**src/iocl_pkg.sv**
```systemverilog
package iocl_pkg;

   localparam int IOCL_ROW_CELLS = 5;
   localparam int IOCL_COL_CELLS = 4;
   localparam int IOCL_MAX_CELLS = 7;
   localparam int IOCL_DED_CLKS = 6;
   localparam int IOCL_SEL_W = 3;
   localparam int IOCL_WB_AW = 8;
   localparam int IOCL_WB_DW = 32;

   // Register byte offsets; cell i config sits at IOCL_CELL_BASE + 4*i
   localparam logic [IOCL_WB_AW-1:0] IOCL_CELL_BASE = 8'h00;
   localparam logic [IOCL_WB_AW-1:0] IOCL_GROUP_OFS = 8'h20;
   localparam logic [IOCL_WB_AW-1:0] IOCL_STATUS_OFS = 8'h24;
   localparam logic [IOCL_WB_AW-1:0] IOCL_VALUE_OFS = 8'h28;

   // Status field positions
   localparam int IOCL_ST_PIN_LSB = 0;
   localparam int IOCL_ST_IN_LSB = 8;
   localparam int IOCL_ST_OUT_LSB = 16;
   localparam int IOCL_ST_OE_LSB = 24;

   // Clock source codes: 0..5 dedicated clocks, then own array clock, then none
   localparam logic [IOCL_SEL_W-1:0] IOCL_CLK_ARRAY = 3'h6;
   localparam logic [IOCL_SEL_W-1:0] IOCL_SRC_NONE = 3'h7;

   typedef enum logic [1:0] {
      IOCL_DIR_INPUT,
      IOCL_DIR_OUTPUT,
      IOCL_DIR_BIDIR,
      IOCL_DIR_RSVD
   } iocl_dir_t;

   // Index of each register within a cell for the ignore masks
   localparam int IOCL_R_IN = 0;
   localparam int IOCL_R_OUT = 1;
   localparam int IOCL_R_OE = 2;

   typedef struct packed {
      logic [IOCL_SEL_W-1:0] sclr_sel;
      logic [2:0] sclr_ign;
      logic [2:0] aclr_ign;
      logic pwr_high;
      logic oe_use;
      logic ce_out_use;
      logic ce_in_use;
      logic [IOCL_SEL_W-1:0] clk_out_sel;
      logic [IOCL_SEL_W-1:0] clk_in_sel;
      logic oe_reg;
      logic out_reg;
      logic in_reg;
      iocl_dir_t dir;
   } iocl_cfg_t;

   localparam int IOCL_CFG_W = $bits(iocl_cfg_t);

   localparam iocl_cfg_t IOCL_CFG_RST = '{
      sclr_sel: IOCL_SRC_NONE,
      sclr_ign: 3'h0,
      aclr_ign: 3'h0,
      pwr_high: 1'b0,
      oe_use: 1'b0,
      ce_out_use: 1'b0,
      ce_in_use: 1'b0,
      clk_out_sel: IOCL_SRC_NONE,
      clk_in_sel: IOCL_SRC_NONE,
      oe_reg: 1'b0,
      out_reg: 1'b0,
      in_reg: 1'b0,
      dir: IOCL_DIR_INPUT
   };

   localparam logic [IOCL_SEL_W-1:0] IOCL_GRP_RST = IOCL_SRC_NONE;

endpackage

```
**src/iocl_group.sv**
```systemverilog
`timescale 1ns/1ps
module iocl_group
   import iocl_pkg::*;
#(
   parameter int N_CELLS = IOCL_ROW_CELLS
) (
   input wire logic clk_i,
   input wire logic rst_i,
   input wire logic [IOCL_WB_AW-1:0] wb_adr_i,
   input wire logic [IOCL_WB_DW-1:0] wb_dat_i,
   input wire logic [3:0] wb_sel_i,
   input wire logic wb_we_i,
   input wire logic wb_cyc_i,
   input wire logic wb_stb_i,
   output logic [IOCL_WB_DW-1:0] wb_dat_o,
   output logic wb_ack_o,
   input wire logic [IOCL_DED_CLKS-1:0] dedicated_io_clock_i,
   input wire logic [N_CELLS-1:0] array_to_pin_data_i,
   input wire logic [N_CELLS-1:0] array_output_enable_i,
   input wire logic [N_CELLS-1:0] array_input_clock_enable_i,
   input wire logic [N_CELLS-1:0] array_output_clock_enable_i,
   input wire logic [N_CELLS-1:0] array_register_clock_i,
   input wire logic [N_CELLS-1:0] array_async_clear_i,
   input wire logic [N_CELLS-1:0] array_sync_clear_i,
   input wire logic [N_CELLS-1:0] pin_i,
   output logic [N_CELLS-1:0] pin_o,
   output logic [N_CELLS-1:0] pin_oe_n_o,
   output logic [N_CELLS-1:0] pin_input_value_a_o,
   output logic [N_CELLS-1:0] pin_input_value_b_o
);
   localparam int SRC_W = 1 << IOCL_SEL_W;

   // 7 sources plus the none code must fit the 3-bit selects
   if (N_CELLS < 1 || N_CELLS > IOCL_MAX_CELLS) begin : g_chk
      $error("iocl_group: N_CELLS out of range");
   end

   // Status and value fields sit one byte apart, so wider groups would overlap
   if (N_CELLS > IOCL_ST_IN_LSB - IOCL_ST_PIN_LSB) begin : g_fit
      $error("iocl_group: status fields too narrow");
   end

   iocl_cfg_t cfg_ff [N_CELLS];
   iocl_cfg_t nxt_cfg [N_CELLS];
   logic [IOCL_SEL_W-1:0] grp_src_ff;
   logic [IOCL_SEL_W-1:0] nxt_grp_src;

   logic ack_ff;
   logic nxt_ack;

   logic [IOCL_WB_DW-1:0] dat_ff;
   logic [IOCL_WB_DW-1:0] nxt_dat;

   logic [N_CELLS-1:0] q_in_w;
   logic [N_CELLS-1:0] q_out_w;
   logic [N_CELLS-1:0] q_oe_w;
   logic [N_CELLS-1:0] out_val_w;
   logic [N_CELLS-1:0] oe_val_w;
   logic [N_CELLS-1:0] in_b_val_w;
   logic [N_CELLS-1:0] in_a_en_w;
   logic grp_aclr_w;

   logic [N_CELLS-1:0] pin_o_ff;
   logic [N_CELLS-1:0] pin_oe_n_ff;
   logic [N_CELLS-1:0] in_a_ff;
   logic [N_CELLS-1:0] in_b_ff;

   logic [N_CELLS-1:0] nxt_pin_o;
   logic [N_CELLS-1:0] nxt_pin_oe_n;
   logic [N_CELLS-1:0] nxt_in_a;
   logic [N_CELLS-1:0] nxt_in_b;

   function automatic logic [IOCL_WB_DW-1:0] merge_bytes(
      input logic [IOCL_WB_DW-1:0] old_v,
      input logic [IOCL_WB_DW-1:0] new_v,
      input logic [3:0] sel
   );
      logic [IOCL_WB_DW-1:0] r;
      r = old_v;
      for (int b = 0; b < 4; b++) begin
         if (sel[b]) begin
            r[b*8 +: 8] = new_v[b*8 +: 8];
         end
      end
      return r;
   endfunction

   // Register bus: one access per request, ack one cycle after the strobe
   always_comb begin
      logic req;
      logic [IOCL_WB_DW-1:0] cur;
      logic [IOCL_WB_DW-1:0] upd;
      // Gating by the ack flop serves a held strobe every other cycle, never two cycles in a row
      req = wb_cyc_i && wb_stb_i && !ack_ff;
      cur = '0;
      upd = '0;
      nxt_ack = req;
      nxt_dat = dat_ff;
      nxt_grp_src = grp_src_ff;
      for (int i = 0; i < N_CELLS; i++) begin
         nxt_cfg[i] = cfg_ff[i];
      end
      if (req) begin
         nxt_dat = '0;
         for (int i = 0; i < N_CELLS; i++) begin
            if (wb_adr_i == IOCL_CELL_BASE + IOCL_WB_AW'(4 * i)) begin
               cur = IOCL_WB_DW'(cfg_ff[i]);
               upd = merge_bytes(cur, wb_dat_i, wb_sel_i);
               nxt_dat = cur;
               if (wb_we_i) begin
                  nxt_cfg[i] = iocl_cfg_t'(upd[IOCL_CFG_W-1:0]);
               end
            end
         end
         if (wb_adr_i == IOCL_GROUP_OFS) begin
            cur = IOCL_WB_DW'(grp_src_ff);
            upd = merge_bytes(cur, wb_dat_i, wb_sel_i);
            nxt_dat = cur;
            if (wb_we_i) begin
               nxt_grp_src = upd[IOCL_SEL_W-1:0];
            end
         end
         if (wb_adr_i == IOCL_STATUS_OFS) begin
            nxt_dat[IOCL_ST_PIN_LSB +: N_CELLS] = pin_i;
            nxt_dat[IOCL_ST_IN_LSB +: N_CELLS] = q_in_w;
            nxt_dat[IOCL_ST_OUT_LSB +: N_CELLS] = q_out_w;
            nxt_dat[IOCL_ST_OE_LSB +: N_CELLS] = q_oe_w;
         end
         if (wb_adr_i == IOCL_VALUE_OFS) begin
            nxt_dat[IOCL_ST_PIN_LSB +: N_CELLS] = in_a_ff;
            nxt_dat[IOCL_ST_IN_LSB +: N_CELLS] = in_b_ff;
            nxt_dat[IOCL_ST_OUT_LSB +: N_CELLS] = pin_o_ff;
            nxt_dat[IOCL_ST_OE_LSB +: N_CELLS] = pin_oe_n_ff;
         end
      end
   end

   always_ff @(posedge clk_i) begin
      if (rst_i) begin
         ack_ff <= 1'b0;
         dat_ff <= '0;
         grp_src_ff <= IOCL_GRP_RST;
         for (int i = 0; i < N_CELLS; i++) begin
            cfg_ff[i] <= IOCL_CFG_RST;
         end
      end else begin
         ack_ff <= nxt_ack;
         dat_ff <= nxt_dat;
         grp_src_ff <= nxt_grp_src;
         for (int i = 0; i < N_CELLS; i++) begin
            cfg_ff[i] <= nxt_cfg[i];
         end
      end
   end

   // One group-wide clear source; an out-of-range code means no clear
   assign grp_aclr_w = (grp_src_ff < IOCL_SEL_W'(N_CELLS)) ?
                       array_async_clear_i[grp_src_ff] : 1'b0;

   for (genvar i = 0; i < N_CELLS; i++) begin : g_cell
      logic [SRC_W-1:0] clk_src;
      logic tick_in;
      logic tick_out;
      logic ce_in;
      logic ce_out;
      logic oe_src;
      logic sclr;
      iocl_cfg_t c;

      assign c = cfg_ff[i];
      // Array clocks act as enable pulses on the single system clock
      assign clk_src = {1'b0, array_register_clock_i[i], dedicated_io_clock_i};

      iocl_sel #(.W(SRC_W), .SW(IOCL_SEL_W)) u_clk_in (
         .src_i(clk_src),
         .sel_i(c.clk_in_sel),
         .y_o(tick_in)
      );

      iocl_sel #(.W(SRC_W), .SW(IOCL_SEL_W)) u_clk_out (
         .src_i(clk_src),
         .sel_i(c.clk_out_sel),
         .y_o(tick_out)
      );

      assign ce_in = c.ce_in_use ? array_input_clock_enable_i[i] : 1'b1;
      assign ce_out = c.ce_out_use ? array_output_clock_enable_i[i] : 1'b1;
      assign oe_src = c.oe_use ? array_output_enable_i[i] : 1'b1;

      // An index at or above the cell count selects no sync clear
      assign sclr = (c.sclr_sel < IOCL_SEL_W'(N_CELLS)) ?
                    array_sync_clear_i[c.sclr_sel] : 1'b0;

      // Group-wide async clear, per-cell sync clear; one polarity per cell, so preset and clear never mix within a cell
      iocl_reg u_in (
         .clk_i(clk_i),
         .rst_i(rst_i),
         .tick_i(tick_in),
         .ce_i(ce_in),
         .d_i(pin_i[i]),
         .sclr_i(sclr),
         .aclr_i(grp_aclr_w),
         .ign_sclr_i(c.sclr_ign[IOCL_R_IN]),
         .ign_aclr_i(c.aclr_ign[IOCL_R_IN]),
         .init_i(c.pwr_high),
         .q_o(q_in_w[i])
      );

      iocl_reg u_out (
         .clk_i(clk_i),
         .rst_i(rst_i),
         .tick_i(tick_out),
         .ce_i(ce_out),
         .d_i(array_to_pin_data_i[i]),
         .sclr_i(sclr),
         .aclr_i(grp_aclr_w),
         .ign_sclr_i(c.sclr_ign[IOCL_R_OUT]),
         .ign_aclr_i(c.aclr_ign[IOCL_R_OUT]),
         .init_i(c.pwr_high),
         .q_o(q_out_w[i])
      );

      iocl_reg u_oe (
         .clk_i(clk_i),
         .rst_i(rst_i),
         .tick_i(tick_out),
         .ce_i(ce_out),
         .d_i(oe_src),
         .sclr_i(sclr),
         .aclr_i(grp_aclr_w),
         .ign_sclr_i(c.sclr_ign[IOCL_R_OE]),
         .ign_aclr_i(c.aclr_ign[IOCL_R_OE]),
         .init_i(c.pwr_high),
         .q_o(q_oe_w[i])
      );

      // Bypassed data still passes the retiming flop, so it lags one cycle
      assign out_val_w[i] = c.out_reg ? q_out_w[i] : array_to_pin_data_i[i];

      assign oe_val_w[i] = (c.dir == IOCL_DIR_OUTPUT) ? 1'b1 :
                           (c.dir == IOCL_DIR_BIDIR) ?
                           (c.oe_reg ? q_oe_w[i] : oe_src) : 1'b0;
      // Input register, when used, takes path b; path a bypasses it and only passes the retiming flop
      assign in_b_val_w[i] = c.in_reg ? q_in_w[i] : pin_i[i];
      assign in_a_en_w[i] = (c.dir != IOCL_DIR_OUTPUT);

   end

   // Pin side is retimed once so every output leaves a flip-flop
   always_comb begin
      nxt_pin_o = out_val_w;
      nxt_pin_oe_n = ~oe_val_w;
      nxt_in_a = pin_i & in_a_en_w;
      nxt_in_b = in_b_val_w & in_a_en_w;
   end

   always_ff @(posedge clk_i) begin
      if (rst_i) begin
         pin_o_ff <= '0;
         pin_oe_n_ff <= '1;
         in_a_ff <= '0;
         in_b_ff <= '0;
      end else begin
         pin_o_ff <= nxt_pin_o;
         pin_oe_n_ff <= nxt_pin_oe_n;
         in_a_ff <= nxt_in_a;
         in_b_ff <= nxt_in_b;
      end
   end

   // Row group: N_CELLS=5 gives 35 array signals; column: 4 gives 28
   assign pin_o = pin_o_ff;
   assign pin_oe_n_o = pin_oe_n_ff;
   assign pin_input_value_a_o = in_a_ff;
   assign pin_input_value_b_o = in_b_ff;
   assign wb_dat_o = dat_ff;
   assign wb_ack_o = ack_ff;
endmodule

```
**src/iocl_sel.sv**
```systemverilog
`timescale 1ns/1ps
module iocl_sel #(
   parameter int W = 8,
   parameter int SW = 3
) (
   input wire logic [W-1:0] src_i,
   input wire logic [SW-1:0] sel_i,
   output logic y_o
);
   if (W > (1 << SW)) begin : g_chk
      $error("iocl_sel: select too narrow");
   end

   always_comb begin
      y_o = src_i[sel_i];
   end
endmodule

```
**src/iocl_reg.sv**
```systemverilog
`timescale 1ns/1ps
module iocl_reg (
   input wire logic clk_i,
   input wire logic rst_i,
   input wire logic tick_i,
   input wire logic ce_i,
   input wire logic d_i,
   input wire logic sclr_i,
   input wire logic aclr_i,
   input wire logic ign_sclr_i,
   input wire logic ign_aclr_i,
   input wire logic init_i,
   output logic q_o
);
   logic q_ff;
   logic nxt_q;

   // Clear forces the power-up level: low means clear, high means preset
   always_comb begin
      nxt_q = q_ff;
      if (aclr_i && !ign_aclr_i) begin
         nxt_q = init_i;
      end else if (tick_i && ce_i) begin
         nxt_q = (sclr_i && !ign_sclr_i) ? init_i : d_i;
      end
   end

   always_ff @(posedge clk_i) begin
      if (rst_i) begin
         q_ff <= init_i;
      end else begin
         q_ff <= nxt_q;
      end
   end

   assign q_o = q_ff;
endmodule

```
**config.mk**
```make
export PLATFORM = sky130hd
export DESIGN_NAME = iocl_group
export DESIGN_NICKNAME = d
export VERILOG_FILES = /design/src/iocl_pkg.sv /design/src/iocl_group.sv /design/src/iocl_sel.sv /design/src/iocl_reg.sv
export SDC_FILE = /design/constraint.sdc
export NUM_CORES = 1
export LEC_CHECK = 0
export BUFFER_PORTS_ARGS = -buffer_cell sky130_fd_sc_hd__buf_2
export CAP_MARGIN = 10
export CORE_ASPECT_RATIO = 0.6
export CORE_MARGIN = 2
export CORE_UTILIZATION = 30
export DETAILED_ROUTE_END_ITERATION = 8
export GPL_TIMING_DRIVEN = 0
export SYNTH_ARGS = -nofsm -noshare
export SYNTH_HDL_FRONTEND = slang
export SYNTH_SLANG_ARGS = --single-unit
export TNS_END_PERCENT = 50
```
**constraint.sdc**
```tcl
create_clock -name clk_i -period 2.4 [get_ports clk_i]
set_input_delay 0.48 -clock clk_i [delete_from_list [all_inputs] [get_ports clk_i]]
set_output_delay 0.48 -clock clk_i [all_outputs]
set_load 0.02 [all_outputs]
```
==> results.json <==
{
  "status": "finished with violations",
  "violations": "negative setup slack",
  "p_leak_nw": 4.43,
  "drtIter0Drc": 1475,
  "die_x_um": 235,
  "p_sw_share_pct": 26.6,
  "placementRows": 50,
  "cts_tree": "done",
  "crit_fanout": 10,
  "setup_viol": 5,
  "crit_arrival_ns": 2.79,
  "rsz0062_at_grt": "true",
  "cts.hold.buffers_added": 0,
  "p_comb_share_pct": 9.6,
  "cts.sinks": 188,
  "synth.avg_cell_area_um2": 8.23,
  "cap_violations": 0,
  "vias_per_cell": 5.85,
  "hold_viol": 0,
  "htreeDepth": 4,
  "end_kind": "flop",
  "p_seq_share_pct": 47.1,
  "report.final.slew_viol_count": 0,
  "overflow": 0,
  "power_mw": 6.87,
  "worst_pin_slew_ns": 0.989,
  "cts_buffers": 17,
  "core-area_um2": 31300,
  "antenna_found_initial": 1,
  "ys.warnings.count": 0,
  "die_area_um2": 33500,
  "n_fill_cell": 3299,
  "maxClockFrequency_mhz": 412,
  "die_y_um": 143,
  "cts_root_buffer": "clkbuf_16",
  "slew_headroom_pct": 33.9,
  "ctsLongestPathBuffers": 2,
  "grt_pass1_vias": 9000,
  "p_switching_mw": 1.82,
  "initial_utilization_pct": 30.7,
  "clk_pin_slew_ns": 0.07,
  "ys.flop_type": "dfxtp_1",
  "mostFrequentLayoutCell": "nand2_1",
  "port_buffers": 131,
  "ys_async_sr_fraction_pct": 0,
  "finClkSkew_ns": 0.0208,
  "worst_slack_ns": -0.0286,
  "area_growth_pct": 19.6,
  "io_pins": 148,
  "startpoint_type": "primary input",
  "first_pass_iters": 6,
  "drtAntennaViolNets": 0,
  "drive_above_1_share_pct": 17.9,
  "ys_seq_area_share_pct": 40.7,
  "period_needed_ns": 2.43,
  "synth_cell_types": 59,
  "clock_latency_ns": 0.48,
  "post_drt_wl_per_cell_um": 24.6,
  "grt_util_all_layers_pct": 25.2,
  "peakVddDrop_v": 0.000518,
  "clock_power_share_pct": 43.3,
  "internal-power_mw": 5.04,
  "hold_class": "in -> reg",
  "vias": 10249,
  "drcViolationCount": 0,
  "power_density_nw_per_um2": 597,
  "hpwl_um": 34100,
  "crit_required_ns": 2.76,
  "finish.net_count": 1415,
  "pre_cts_slack_ns": -0.564,
  "gp_congestion": 0.968,
  "routed_wl_um": 43100,
  "synth_area_um2": 9610,
  "layout_common_cells": "nand2_1, dfxtp_1, buf_2",
  "crit_type": "in -> reg",
  "synth-seq-cells": 188,
  "period_share_pct": 101,
  "synth_cells": 1167,
  "grt_pass1_wl_um": 61500,
  "grt_max_degree": 17,
  "synth-edff-count": 15
}
## power groups by stage
stage	Clock (mW)	Combinational (mW)	Sequential, mW
5_1_grt	3.09	0.684	3.24
3_5_place_dp	0	0.622	3.31
6_report	2.97	0.659	3.24
4_1_cts	2.97	0.627	3.23
3_3_place_gp	0	0.619	3.31
2_1_floorplan	0	0.273	3.33
## cell type report
class                   count  area (um2)  area share [%]
inverters                  51         191            1.67
repair buffers            132         663            5.77
clock buffers              24         483            4.20
flip-flops and latches    188        3920            34.1
diodes                      2        5.00          0.0435
plain buffers              84         374            3.25
well taps                 416         520            4.53
clock inverters             8         105           0.914
multi-input cells         846        5240            45.6
## cells in the mapped netlist, drive strengths merged, types with 12 or more instances
cell type / number / area, um2
nand2: 202 / 758
dfxtp: 173 / 3460
nand3: 119 / 596
a21oi: 94 / 470
nor2: 60 / 228
clkbuf: 54 / 203
inv: 51 / 191
mux2i: 48 / 480
o21ai: 48 / 240
buf: 30 / 164
o22ai: 20 / 125
a221oi: 19 / 166
a32o: 19 / 190
nand3b: 17 / 128
o211ai: 17 / 128
mux2: 16 / 180
edfxtp: 15 / 450
nand2b: 15 / 93.8
o2bb2ai: 15 / 131
nor3: 13 / 76.3
a211oi: 12 / 95.1
a22o: 12 / 105
and2: 12 / 75.1
## flip-flops by register name (all words and copies together) (netlist names)
register,flops
pin_input_value_b_o,5
pin_oe_n_o,5
cfg_ff,120
wb_dat_o,29
grp_src_ff,3
pin_o,5
wb_ack_o,1
pin_input_value_a_o,5
g_cell.u_out.q_o,5
g_cell.u_in.q_o,5
g_cell.u_oe.q_o,5
## worst max-delay path, stage by stage
cell and delay (ns):
buf_2 0.17, clkbuf_1 0.48, buf_1 0.53, o2bb2ai_1 0.11, a22oi_1 0.57, nand2_1 0.15
a32o_1 0.29
## metal layers
layer	routed length (um)	vias to the layer above	part of all wire, %	global-route usage (%)
met5	0	-	0	0
met4	846	0	2.0	6.93
met3	6620	55	15	10.0
met2	16000	700	37	32.2
met1	19600	4963	46	37.8
li1	-	4531	-	-
## final timing paths
path | start | to | slack (ns) | cells after the start
worst max-delay path | wb_adr_i[2] | wb_dat_o[22] | -0.03 | 7
worst min register to register | cfg_ff[0][68] | cfg_ff[0][68] | 0.46 | 2
worst min-delay path | array_to_pin_data_i[2] | pin_o[2] | 0.27 | 3
worst max register to register | grp_src_ff[1] | g_cell[3].u_oe.q_o | 0.02 | 5
## repair_timing
| action | 4_1_cts | 5_1_grt |
|---|---|---|
| setup endpoints to repair | 63 | 71 |
| gates resized for setup | 8 | 16 |
| buffers inserted | 0 | 1 |
| pin swaps | 1 | 0 |
## per-stage QoR
stage	setup TNS [ns]	hold slack, ns	util (%)	instances	cell area [um2]
2_1_floorplan	0	0.436	-	1169	9620
3_3_place_gp	-45.20	0.444	34.4	1716	10800
3_5_place_dp	-46.69	0.450	34.4	1716	10800
4_1_cts	-0.209	0.261	36.4	1748	11400
5_1_grt	-0.0285	0.307	36.7	1750	11500
6_report	-0.0847	0.267	36.7	1751	11500
## logic make-up (layout without fill, tap and decap cells)
family / count (synthesis) / count (layout) / share of synthesized area, %
AO/OA/AOI/OAI: 296 / 296 / 20.7
buffers and inverters: 135 / 299 / 5.81
flip-flops: 188 / 188 / 40.7
multiplexers: 74 / 74 / 9.22
other: 1 / 5 / 0.0390
AND/OR/NAND/NOR: 473 / 473 / 23.5
No activity file was read; power rests on OpenSTA's default activity.
